`src/wfif_pkg.sv`:
```
package wfif_pkg;

    // Register indices; byte address is four times the index
    localparam logic [5:0] IDX_VALID_CTRL  = 6'h20;
    localparam logic [5:0] IDX_SAMPLE      = 6'h22;
    localparam logic [5:0] IDX_IDENT3      = 6'h23;
    localparam logic [5:0] IDX_IDENT2      = 6'h24;
    localparam logic [5:0] IDX_IDENT1      = 6'h25;
    localparam logic [5:0] IDX_IDENT_LOW   = 6'h26;
    localparam logic [5:0] IDX_CMPSEL3     = 6'h27;
    localparam logic [5:0] IDX_CMPSEL2     = 6'h28;
    localparam logic [5:0] IDX_CMPSEL1     = 6'h29;
    localparam logic [5:0] IDX_CMPSEL_LOW  = 6'h2A;

    // Field positions
    localparam int EXT_BIT       = 0;
    localparam int REMOTE_BIT    = 1;
    localparam int LOW_FIELD_LSB = 2;
    localparam int LOW_FIELD_MSB = 6;
    localparam int VALID_BIT     = 0;

    // Reset values
    localparam logic [5:0]  SAMPLE_RST   = 6'h33;
    localparam logic [28:0] IDENT_RST    = 29'h0000000;
    localparam logic [28:0] CMPSEL_RST   = 29'h0000000;
    localparam logic        FLAG_RST     = 1'b0;
    localparam logic [31:0] RDATA_RST    = 32'h00000000;

endpackage

```
`src/wfif_filter.sv`:
```
// Decided for this implementation: the APB interface to the registers.
`timescale 1ns/1ps
module wfif_filter (
    input  wire logic        core_clk,
    input  wire logic        rst_b,
    input  wire logic        psel,
    input  wire logic        penable,
    input  wire logic        pwrite,
    input  wire logic [7:0]  paddr,
    input  wire logic [31:0] pwdata,
    input  wire logic [3:0]  pstrb,
    output logic      [31:0] prdata,
    output logic             pready,
    output logic             pslverr,
    input  wire logic        softReset,
    input  wire logic        restart,
    input  wire logic        stopMode,
    input  wire logic        wakeEvent,
    input  wire logic        frameValid,
    input  wire logic [28:0] frameIdent,
    input  wire logic        frameExtended,
    output logic      [5:0]  samplePointFrac,
    output logic             configValidFlag,
    output logic             wakeFrameSeen,
    output logic             wakeFrameMatch
);

    typedef struct packed {
        logic [5:0]  samplePoint;
        logic [28:0] identBits;
        logic        identExt;
        logic        identRemote;
        logic [28:0] compareSel;
        logic        ready;
        logic        slvErr;
        logic [31:0] rdata;
    } wfif_state_t;

    wfif_state_t st_q;
    wfif_state_t st_d;

    logic [5:0] regIdx;
    logic       setupPhase;
    logic       accessDone;
    logic       wrStrobe;
    logic       cfgWrite;
    logic       ctrlWrite;
    logic       setValid;
    logic       clearValid;
    logic       validFlag;
    logic       matchDone;
    logic       matchHit;

    // True for aligned addresses that land on a register
    function automatic logic isMapped(input logic [7:0] addr);
        logic [5:0] idx;
        idx = addr[7:2];
        isMapped = (addr[1:0] == 2'b00) &&
                   ((idx == wfif_pkg::IDX_VALID_CTRL) ||
                    ((idx >= wfif_pkg::IDX_SAMPLE) &&
                     (idx <= wfif_pkg::IDX_CMPSEL_LOW)));
    endfunction

    // True for the identifier, mask and timing registers
    function automatic logic isConfigReg(input logic [5:0] idx);
        isConfigReg = (idx >= wfif_pkg::IDX_SAMPLE) &&
                      (idx <= wfif_pkg::IDX_CMPSEL_LOW);
    endfunction

    // Five-bit low field of a write word, shared by ident and mask
    function automatic logic [4:0] lowField(input logic [31:0] wd);
        lowField = wd[wfif_pkg::LOW_FIELD_MSB:wfif_pkg::LOW_FIELD_LSB];
    endfunction

    // Read view of one register; unused bits are returned as zero
    function automatic logic [7:0] readReg(input logic [5:0] idx,
                                           input wfif_state_t s,
                                           input logic vflag);
        readReg = 8'h00;
        unique case (idx)
            wfif_pkg::IDX_VALID_CTRL: readReg[wfif_pkg::VALID_BIT] = vflag;
            wfif_pkg::IDX_SAMPLE:     readReg = {2'b00, s.samplePoint};
            wfif_pkg::IDX_IDENT3:     readReg = s.identBits[28:21];
            wfif_pkg::IDX_IDENT2:     readReg = s.identBits[20:13];
            wfif_pkg::IDX_IDENT1:     readReg = s.identBits[12:5];
            wfif_pkg::IDX_IDENT_LOW:
                readReg = {1'b0, s.identBits[4:0], s.identRemote,
                           s.identExt};
            wfif_pkg::IDX_CMPSEL3:    readReg = s.compareSel[28:21];
            wfif_pkg::IDX_CMPSEL2:    readReg = s.compareSel[20:13];
            wfif_pkg::IDX_CMPSEL1:    readReg = s.compareSel[12:5];
            wfif_pkg::IDX_CMPSEL_LOW:
                readReg = {1'b0, s.compareSel[4:0], 2'b00};
            default:                  readReg = 8'h00;
        endcase
    endfunction

    // Bus phase decode
    assign regIdx     = paddr[7:2];
    assign setupPhase = psel && !penable;
    assign accessDone = psel && penable && st_q.ready;
    assign wrStrobe   = accessDone && pwrite && pstrb[0] && isMapped(paddr);

    // Valid flag steering; a write of the flag itself in stop mode
    // also counts as a configuration change
    assign cfgWrite   = wrStrobe && isConfigReg(regIdx);
    assign ctrlWrite  = wrStrobe && (regIdx == wfif_pkg::IDX_VALID_CTRL);
    assign setValid   = ctrlWrite && pwdata[wfif_pkg::VALID_BIT] && !stopMode;
    assign clearValid = cfgWrite
                        || (ctrlWrite && stopMode)
                        || (ctrlWrite && !pwdata[wfif_pkg::VALID_BIT])
                        || wakeEvent;

    // Next state: bus answer, register writes, soft reset
    always_comb begin
        st_d        = st_q;
        st_d.ready  = 1'b0;
        st_d.slvErr = 1'b0;
        // Answer is staged in setup so that every bus output is a flop
        if (setupPhase) begin
            st_d.ready  = 1'b1;
            st_d.slvErr = !isMapped(paddr);
            st_d.rdata  = wfif_pkg::RDATA_RST;
            if (!pwrite && isMapped(paddr)) begin
                st_d.rdata = {24'h000000, readReg(regIdx, st_q, validFlag)};
            end
        end else if (psel && penable && !st_q.ready) begin
            st_d.ready = 1'b1;     // Late access without setup still ends
        end else if (accessDone) begin
            st_d.ready = 1'b0;
        end
        // Register writes land on the access edge only
        if (wrStrobe) begin
            unique case (regIdx)
                wfif_pkg::IDX_SAMPLE:
                    st_d.samplePoint = pwdata[5:0];
                wfif_pkg::IDX_IDENT3:
                    st_d.identBits[28:21] = pwdata[7:0];
                wfif_pkg::IDX_IDENT2:
                    st_d.identBits[20:13] = pwdata[7:0];
                wfif_pkg::IDX_IDENT1:
                    st_d.identBits[12:5] = pwdata[7:0];
                wfif_pkg::IDX_IDENT_LOW: begin
                    st_d.identBits[4:0] = lowField(pwdata);
                    st_d.identRemote = pwdata[wfif_pkg::REMOTE_BIT];
                    st_d.identExt    = pwdata[wfif_pkg::EXT_BIT];
                end
                wfif_pkg::IDX_CMPSEL3:
                    st_d.compareSel[28:21] = pwdata[7:0];
                wfif_pkg::IDX_CMPSEL2:
                    st_d.compareSel[20:13] = pwdata[7:0];
                wfif_pkg::IDX_CMPSEL1:
                    st_d.compareSel[12:5] = pwdata[7:0];
                wfif_pkg::IDX_CMPSEL_LOW:
                    st_d.compareSel[4:0] = lowField(pwdata);
                default: begin
                end
            endcase
        end
        // Soft reset reloads defaults; restart deliberately leaves the
        // stored frame pattern alone, the unused mask bits are not held
        if (softReset) begin
            st_d.samplePoint = wfif_pkg::SAMPLE_RST;
            st_d.identBits   = wfif_pkg::IDENT_RST;
            st_d.identExt    = 1'b0;
            st_d.identRemote = 1'b0;
            st_d.compareSel  = wfif_pkg::CMPSEL_RST;
        end else if (restart) begin
            st_d.ready  = 1'b0;    // Bus answer dropped, contents kept
            st_d.slvErr = 1'b0;
        end
    end

    // State register
    always_ff @(posedge core_clk or negedge rst_b) begin
        if (!rst_b) begin
            st_q.samplePoint <= wfif_pkg::SAMPLE_RST;
            st_q.identBits   <= wfif_pkg::IDENT_RST;
            st_q.identExt    <= 1'b0;
            st_q.identRemote <= 1'b0;
            st_q.compareSel  <= wfif_pkg::CMPSEL_RST;
            st_q.ready       <= 1'b0;
            st_q.slvErr      <= 1'b0;
            st_q.rdata       <= wfif_pkg::RDATA_RST;
        end else begin
            st_q <= st_d;
        end
    end

    // Configuration valid flag
    wfif_valid_flag u_valid (
        .core_clk    (core_clk),
        .rst_b       (rst_b),
        .softReset   (softReset),
        .setValid    (setValid),
        .clearValid  (clearValid),
        .validFlag_q (validFlag)
    );

    // Frame identifier comparison, one cycle after the frame strobe
    wfif_id_match u_match (
        .core_clk      (core_clk),
        .rst_b         (rst_b),
        .frameValid    (frameValid),
        .frameIdent    (frameIdent),
        .frameExtended (frameExtended),
        .identBits     (st_q.identBits),
        .identExt      (st_q.identExt),
        .compareSel    (st_q.compareSel),
        .matchDone_q   (matchDone),
        .matchHit_q    (matchHit)
    );

    // Outputs come straight from flops
    assign prdata          = st_q.rdata;
    assign pready          = st_q.ready;
    assign pslverr         = st_q.slvErr;
    assign samplePointFrac = st_q.samplePoint;
    assign configValidFlag = validFlag;
    assign wakeFrameSeen   = matchDone;
    assign wakeFrameMatch  = matchHit;

endmodule

```
`src/wfif_id_match.sv`:
```
`timescale 1ns/1ps
module wfif_id_match (
    input  wire logic        core_clk,
    input  wire logic        rst_b,
    input  wire logic        frameValid,
    input  wire logic [28:0] frameIdent,
    input  wire logic        frameExtended,
    input  wire logic [28:0] identBits,
    input  wire logic        identExt,
    input  wire logic [28:0] compareSel,
    output logic             matchDone_q,
    output logic             matchHit_q
);

    typedef struct packed {
        logic done;
        logic hit;
    } wfif_match_t;

    wfif_match_t st_q;
    wfif_match_t st_d;

    // Selected bits must agree and the length flag must agree
    always_comb begin
        st_d      = st_q;
        st_d.done = frameValid;
        if (frameValid) begin
            st_d.hit = (((frameIdent ^ identBits) & compareSel) == '0)
                       && (frameExtended == identExt);
        end
    end

    // Result held until the next frame
    always_ff @(posedge core_clk or negedge rst_b) begin
        if (!rst_b) begin
            st_q <= '0;
        end else begin
            st_q <= st_d;
        end
    end

    assign matchDone_q = st_q.done;
    assign matchHit_q  = st_q.hit;

endmodule

```
`src/wfif_valid_flag.sv`:
```
`timescale 1ns/1ps
module wfif_valid_flag (
    input  wire logic core_clk,
    input  wire logic rst_b,
    input  wire logic softReset,
    input  wire logic setValid,
    input  wire logic clearValid,
    output logic      validFlag_q
);

    typedef struct packed {
        logic valid;
    } wfif_flag_t;

    wfif_flag_t flag_q;
    wfif_flag_t flag_d;

    // Hardware clear beats a software set: a change of data must
    // never leave a stale configuration marked as valid
    always_comb begin
        flag_d = flag_q;
        if (softReset || clearValid) begin
            flag_d.valid = 1'b0;
        end else if (setValid) begin
            flag_d.valid = 1'b1;
        end
    end

    // Flag register
    always_ff @(posedge core_clk or negedge rst_b) begin
        if (!rst_b) begin
            flag_q.valid <= wfif_pkg::FLAG_RST;
        end else begin
            flag_q <= flag_d;
        end
    end

    assign validFlag_q = flag_q.valid;

endmodule
```
`config.mk`:
```
export PLATFORM = sky130hd
export DESIGN_NAME = wfif_filter
export DESIGN_NICKNAME = d
export VERILOG_FILES = /design/src/wfif_pkg.sv /design/src/wfif_filter.sv /design/src/wfif_id_match.sv /design/src/wfif_valid_flag.sv
export SDC_FILE = /design/constraint.sdc
export NUM_CORES = 1
export LEC_CHECK = 0
export BUFFER_PORTS_ARGS = -buffer_cell sky130_fd_sc_hd__clkbuf_2
export CAP_MARGIN = 20
export CORE_ASPECT_RATIO = 0.6
export CORE_UTILIZATION = 48
export DETAILED_ROUTE_END_ITERATION = 7
export PLACE_DENSITY = 0.8
export SKIP_LAST_GASP = 1
export SLEW_MARGIN = 0
export SYNTH_ARGS = -nofsm -noshare
export SYNTH_HDL_FRONTEND = slang
export SYNTH_SLANG_ARGS = --single-unit
```
`constraint.sdc`:
```
create_clock -name core_clk -period 1.62 [get_ports core_clk]
set_input_delay 0.162 -clock core_clk [delete_from_list [all_inputs] [get_ports core_clk]]
set_output_delay 0.162 -clock core_clk [all_outputs]
set_load 0.01 [all_outputs]
```
Word level (Yosys, flattened, before mapping)
Index checks and enable logic that the tools add are counted.
{"block": "totals", "regBits": 103}
{"block": "op_classes", "n_eq_ne": 11, "n_lt_le_gt_ge": 2, "n_reduce_logical": 50, "n_mux": 21, "bitwise": 2}
{"operator": "66-bit 2-to-1 mux", "count": 2}
{"operator": "7-bit one-hot mux with 9 select lines", "count": 1}
{"operator": "6-bit == test, second input constant", "count": 10}
{"operator": "8-bit 2-to-1 mux", "count": 7}
{"operator": "33-bit 2-to-1 mux", "count": 1}
{"operator": "29-bit bitwise AND", "count": 1}
{"operator": "29-bit zero test", "count": 1}
{"operator": "29-bit XOR", "count": 1}
{"operator": "2-bit nonzero test", "count": 11}
{"operator": "2-bit AND reduction", "count": 9}
{"operator": "1-bit logical AND", "count": 17}
{"operator": "1-bit one-hot mux with 9 select lines", "count": 1}
{"operator": "7-bit 2-to-1 mux", "count": 1}
{"operator": "6-bit greater-or-equal comparator, second input constant", "count": 1}
{"operator": "6-bit <= comparator, second input constant", "count": 1}
{"operator": "1-bit zero test", "count": 6}
{"operator": "6-bit 2-to-1 mux", "count": 1}
{"operator": "1-bit logical OR", "count": 5}
{"operator": "5-bit 2-to-1 mux", "count": 1}
{"operator": "1-bit 2-to-1 mux", "count": 4}
{"operator": "2-bit 2-to-1 mux", "count": 2}
{"operator": "2-bit zero test", "count": 1}
{"operator": "1-bit == test", "count": 1}

Logic depth before layout (Yosys ltp)
{"block": "logic_depth", "depth_word": 12, "depth_mapped": 8, "ltp_nobuf": 5}

Hierarchy
From an unflattened synthesis, not the netlist that was laid out.
{"block": "unflattened", "cells_unflattened": 504, "area_unflattened_um2": 4685.7}
{"mod": "wfif_filter", "cells_each": 449, "seq_area_each_um2": 1906.8, "instances": 1, "area_each_um2": 4181.5}
{"mod": "wfif_id_match", "cells_each": 52, "seq_area_each_um2": 50.0, "instances": 1, "area_each_um2": 465.4}
{"mod": "wfif_valid_flag", "cells_each": 3, "seq_area_each_um2": 25.0, "instances": 1, "area_each_um2": 38.8}

Worst setup path after synthesis
OpenSTA, ideal clock, no wires.
{"block": "synth_path", "path_type": "register -> register", "start": "reg st_q (netlist bit pready)", "end": "reg st_q (netlist bit samplePointFrac[0])", "t_required_ns": 1.538, "setup_time_ns": 0.082, "path_slack_ns": -0.034, "period_less_slack_ns": 1.654, "arrival_ns": 1.573, "stages_incl_launch_ff": 6, "path_cell_list": "dfrtp_1 -> and3_1 -> nand4_4 -> nor3b_4 -> nor2b_1 -> a211o_1"}
{"block": "synth_via", "elab_chain_len": 6}
{"item": "from (decl)", "line": "wfif_filter.sv:39", "text": "wfif_state_t st_q;"}
{"item": "from (signal assigned)", "line": "wfif_filter.sv:186", "text": "st_q <= st_d;"}
{"item": "1-bit logical AND", "line": "wfif_filter.sv:101", "text": "assign accessDone = psel && penable && st_q.ready;"}
{"item": "1-bit logical AND (3 in a row)", "line": "wfif_filter.sv:102", "text": "assign wrStrobe = accessDone && pwrite && pstrb[0] && isMapped(paddr);"}
{"item": "2-bit nonzero test (no source line)"}
{"item": "2-bit AND reduction (no source line)"}
Every way passes these cells.
A chain may end at the register's enable or synchronous reset.

Worst setup path after layout
{"block": "layout_path", "start": "reg st_q (netlist bit pready)", "end": "reg, netlist name st_q[85]"}
{"block": "layout_via", "elab_chain_len": 6}
{"item": "1-bit logical AND", "line": "wfif_filter.sv:101"}
{"item": "1-bit logical AND (3 in a row)", "line": "wfif_filter.sv:102"}
{"item": "2-bit nonzero test (no source line)"}
{"item": "2-bit AND reduction (no source line)"}
Every way passes these cells.

==> reports/qor.csv <==
stage,metric,value,unit
outcome,status,"finished, violations left",
outcome,violations,setup timing,
placement,io_buffers,75,
routing,drt_iter0_drc,393,
layout,fillers,772,
cts,htree_num_levels,3,
power,swShare,0.2249,
routing,routed_via_density,5.725,
routing,remaining_drc_errors,0,
placement,post-dp-hpwl,10190,um
setup_path,timing.rr.end,st_q[85]$_DFFE_PN0P_,
power,p_switching,1.083,mW
floorplanning,io_pins,127,
yosys,synth_top_area_frac,0.3970,
floorplanning,die_x,130.1,um
power,power.share.sequential,0.412,
sta,setup_viol,55,
yosys,synth_flop_cell,dfrtp_1,
floorplanning,die_area,10260,sq um
power,ir_drop,567.6,uV
power,leakage,2.740,nW
yosys,syn_area,4727,sq um
sta,slew_violations,0,
floorplanning,start_util,0.5051,
yosys,yosysSeqAreaShare,0.4193,
setup_path,critPathArrivalTime,1970,ps
cts,path_clk_slew,60,ps
yosys,yosysTopAreaCell,dfrtp_1,
yosys,ys_warn_count,0,
layout,stdcell_area,5936,sq um
sta,fin_setup_tns,-3767,ps
setup_path,r2r_cells,7,
setup_path,end_kind,register,
floorplanning,core-area,9358,sq um
hold_path,min_path_type,in2reg,
layout,mostFrequentLayoutCells,"dfrtp_1, clkbuf_2, nor2_1",
setup_path,worst-path-max-fanout,6,
grt,grt_max_degree,67,
setup_path,startpoint,pready$_DFF_PN0_,
setup_path,reg2reg_from,pready$_DFF_PN0_,
routing,ant_nets,0,
power,p_int,3.734,mW
sta,finClkSkew,5.587,ps
cts,numCtsBuffers,9,
routing,via_count,3962,
setup_path,critical_path_class,reg2reg,
layout,final_util,0.6343,
floorplanning,rows,27,
sta,rsz0062_at_grt,yes,
cts,clockBufferDepth,2,
layout,num_antenna_cells,0,
grt,grt_pass1_wl,21220,um
layout,drive_gt1_frac,0.3416,
layout,mostFrequentLayoutCell,dfrtp_1,
setup_path,endpoint,st_q[85]$_DFFE_PN0P_,
yosys,syn_area_per_cell,10.65,sq um
yosys,syn_inst,444,
grt,track_usage,0.2832,
placement,place_congestion,0.9325,
routing,dr.pass1.iters,6,
layout,num-nets-final,641,
yosys,synth_edf_count,0,
grt,grt-ovfl-total,0,
floorplanning,die_y,78.87,um
placement,placed_cell_area,5394,sq um
setup_path,worstPathRequired,1840,ps
sta,final.setup.worst_slack,-127.0,ps
cts,cts_sinks,79,
sta,min_period,1747,ps
yosys,synth_area_leaders,"dfrtp_1, mux2i_1, buf_4, nor2_1, xor2_1",
grt,grt_antenna_before_repair,0,
yosys,ys_ff_latch,79,
routing,drt_wl_total,13930,um
grt,grt_pass1_vias,3851,
setup_path,ff2ff_setup_slack,-130,ps
job,max_cap_violations,0,
yosys,synth.distinct_cells,53,
setup_path,critPathLaunchType,register,
layout,syn2layout_area_growth,25.57,%
cts,root_buffer,clkbuf_16,
routing,wl_per_cell,20.14,um
power,power_density,811.5,nW/um^2
cts,cts_tree,yes,
yosys,async_flop_share,1.000,
sta,final.period_utilization,1.078,
power,p_total,4.817,mW
sta,hold_viol_final,0,
power,pwr-share-comb,0.087,
power,clockPowerShare,0.501,
cts,insertion_delay,340,ps
sta,fmax,572.4,MHz
## cell families after synthesis
family                 Yosys count  synth area share
flip-flops                      79            0.4193
XOR/XNOR                        30           0.05558
buffers and inverters           71            0.1080
AND/OR/NAND/NOR                129            0.1601
other                            1         0.0007933
multiplexers                    67            0.1419
AO/OA/AOI/OAI                   67            0.1143
## synthesized netlist by cell type, types with 2 or more instances
cell	instances
dfrtp_1	75
nor2_1	68
mux2i_1	67
buf_4	42
xor2_1	29
a22oi_1	18
a222oi_1	11
a21oi_1	10
buf_6	10
buf_2	8
clkbuf_1	8
a22o_1	7
and3_1	7
nand2_1	7
nor2b_1	6
nor3b_2	5
a211o_1	4
a221oi_1	4
and2_1	4
dfstp_2	4
nand3_1	4
nand4_1	4
and4b_1	3
a31oi_1	2
a32oi_1	2
and4bb_2	2
inv_1	2
nand2b_1	2
nor3b_1	2
nor3b_4	2
o211ai_1	2
o22a_1	2
## how the worst min path moves through the flow
stage                   start                               to  slack (ps)  depth (start not counted)
finish              wakeEvent  u_valid.validFlag_q$_DFFE_PN0P_          80                          3
floorplan               rst_b            prdata[0]$_DFFE_PN0P_        -130                          0
CTS                 wakeEvent  u_valid.validFlag_q$_DFFE_PN0P_          80                          3
global route        wakeEvent  u_valid.validFlag_q$_DFFE_PN0P_          80                          3
detailed placement      rst_b            prdata[1]$_DFFE_PN0P_         140                          1
global placement        rst_b            prdata[6]$_DFFE_PN0P_         140                          1
## cell type report
type                       count  area [sq um]  area share
sequential                    79          1982      0.3339
multi-input combinational    317          2391      0.4028
clock inverter                 5         103.9     0.01750
timing repair buffer         148          1036      0.1745
tap                          130         162.7     0.02740
inverter                       2         7.507    0.001265
clock buffer                  11         252.7     0.04258
## critical path, cell delays in order, from the launching register on
cell,delay [ps]
dfrtp_1,350
and3_4,200
nand4_4,150
buf_6,200
nor3b_4,280
buf_6,190
mux2i_1,190
nor2_1,60
## state kept, by name, summed over array words and instances, names as in the netlist
| register | flops |
|---|---|
| u_match.matchDone_q | 1 |
| u_valid.validFlag_q | 1 |
| st_q | 60 |
| samplePointFrac | 6 |
| prdata | 8 |
| pready | 1 |
| u_match.matchHit_q | 1 |
| pslverr | 1 |
## through the flow
step | setup WS [ps] | hold WS (ps) | std cells
2_1_floorplan | 1.476 | -133.6 | 467
3_3_place_gp | -249.5 | 138.6 | 668
3_5_place_dp | -333.5 | 144.8 | 668
4_1_cts | -97.47 | 77.23 | 690
5_1_grt | -219.7 | 81.48 | 692
6_report | -127.0 | 84.29 | 692
## power groups by stage
stage | logic (mW) | registers (mW) | clock network [mW]
6_report | 0.421 | 1.98 | 2.41
5_1_grt | 0.456 | 1.98 | 2.49
4_1_cts | 0.411 | 1.98 | 2.43
3_5_place_dp | 0.403 | 2.02 | 0
3_3_place_gp | 0.393 | 2.02 | 0
2_1_floorplan | 0.220 | 2.02 | 0
## metal layers
metal / share of wire / global-route usage / wire, um
met1: 0.43 / 0.3899 / 6030
met2: 0.44 / 0.4197 / 6193
met3: 0.11 / 0.09030 / 1485
met4: 0.016 / 0.09419 / 224
met5: 0 / 0 / 0
## what timing repair did
action / in CTS / in global routing
pin swaps: 7 / 5
buffers inserted: 4 / 2
hold buffers: 2 / 0
gates resized for setup: 12 / 8
hold endpoints to repair: 28 / 0
endpoints found under the setup margin: 55 / 61
(Power assumes the default switching activity.)
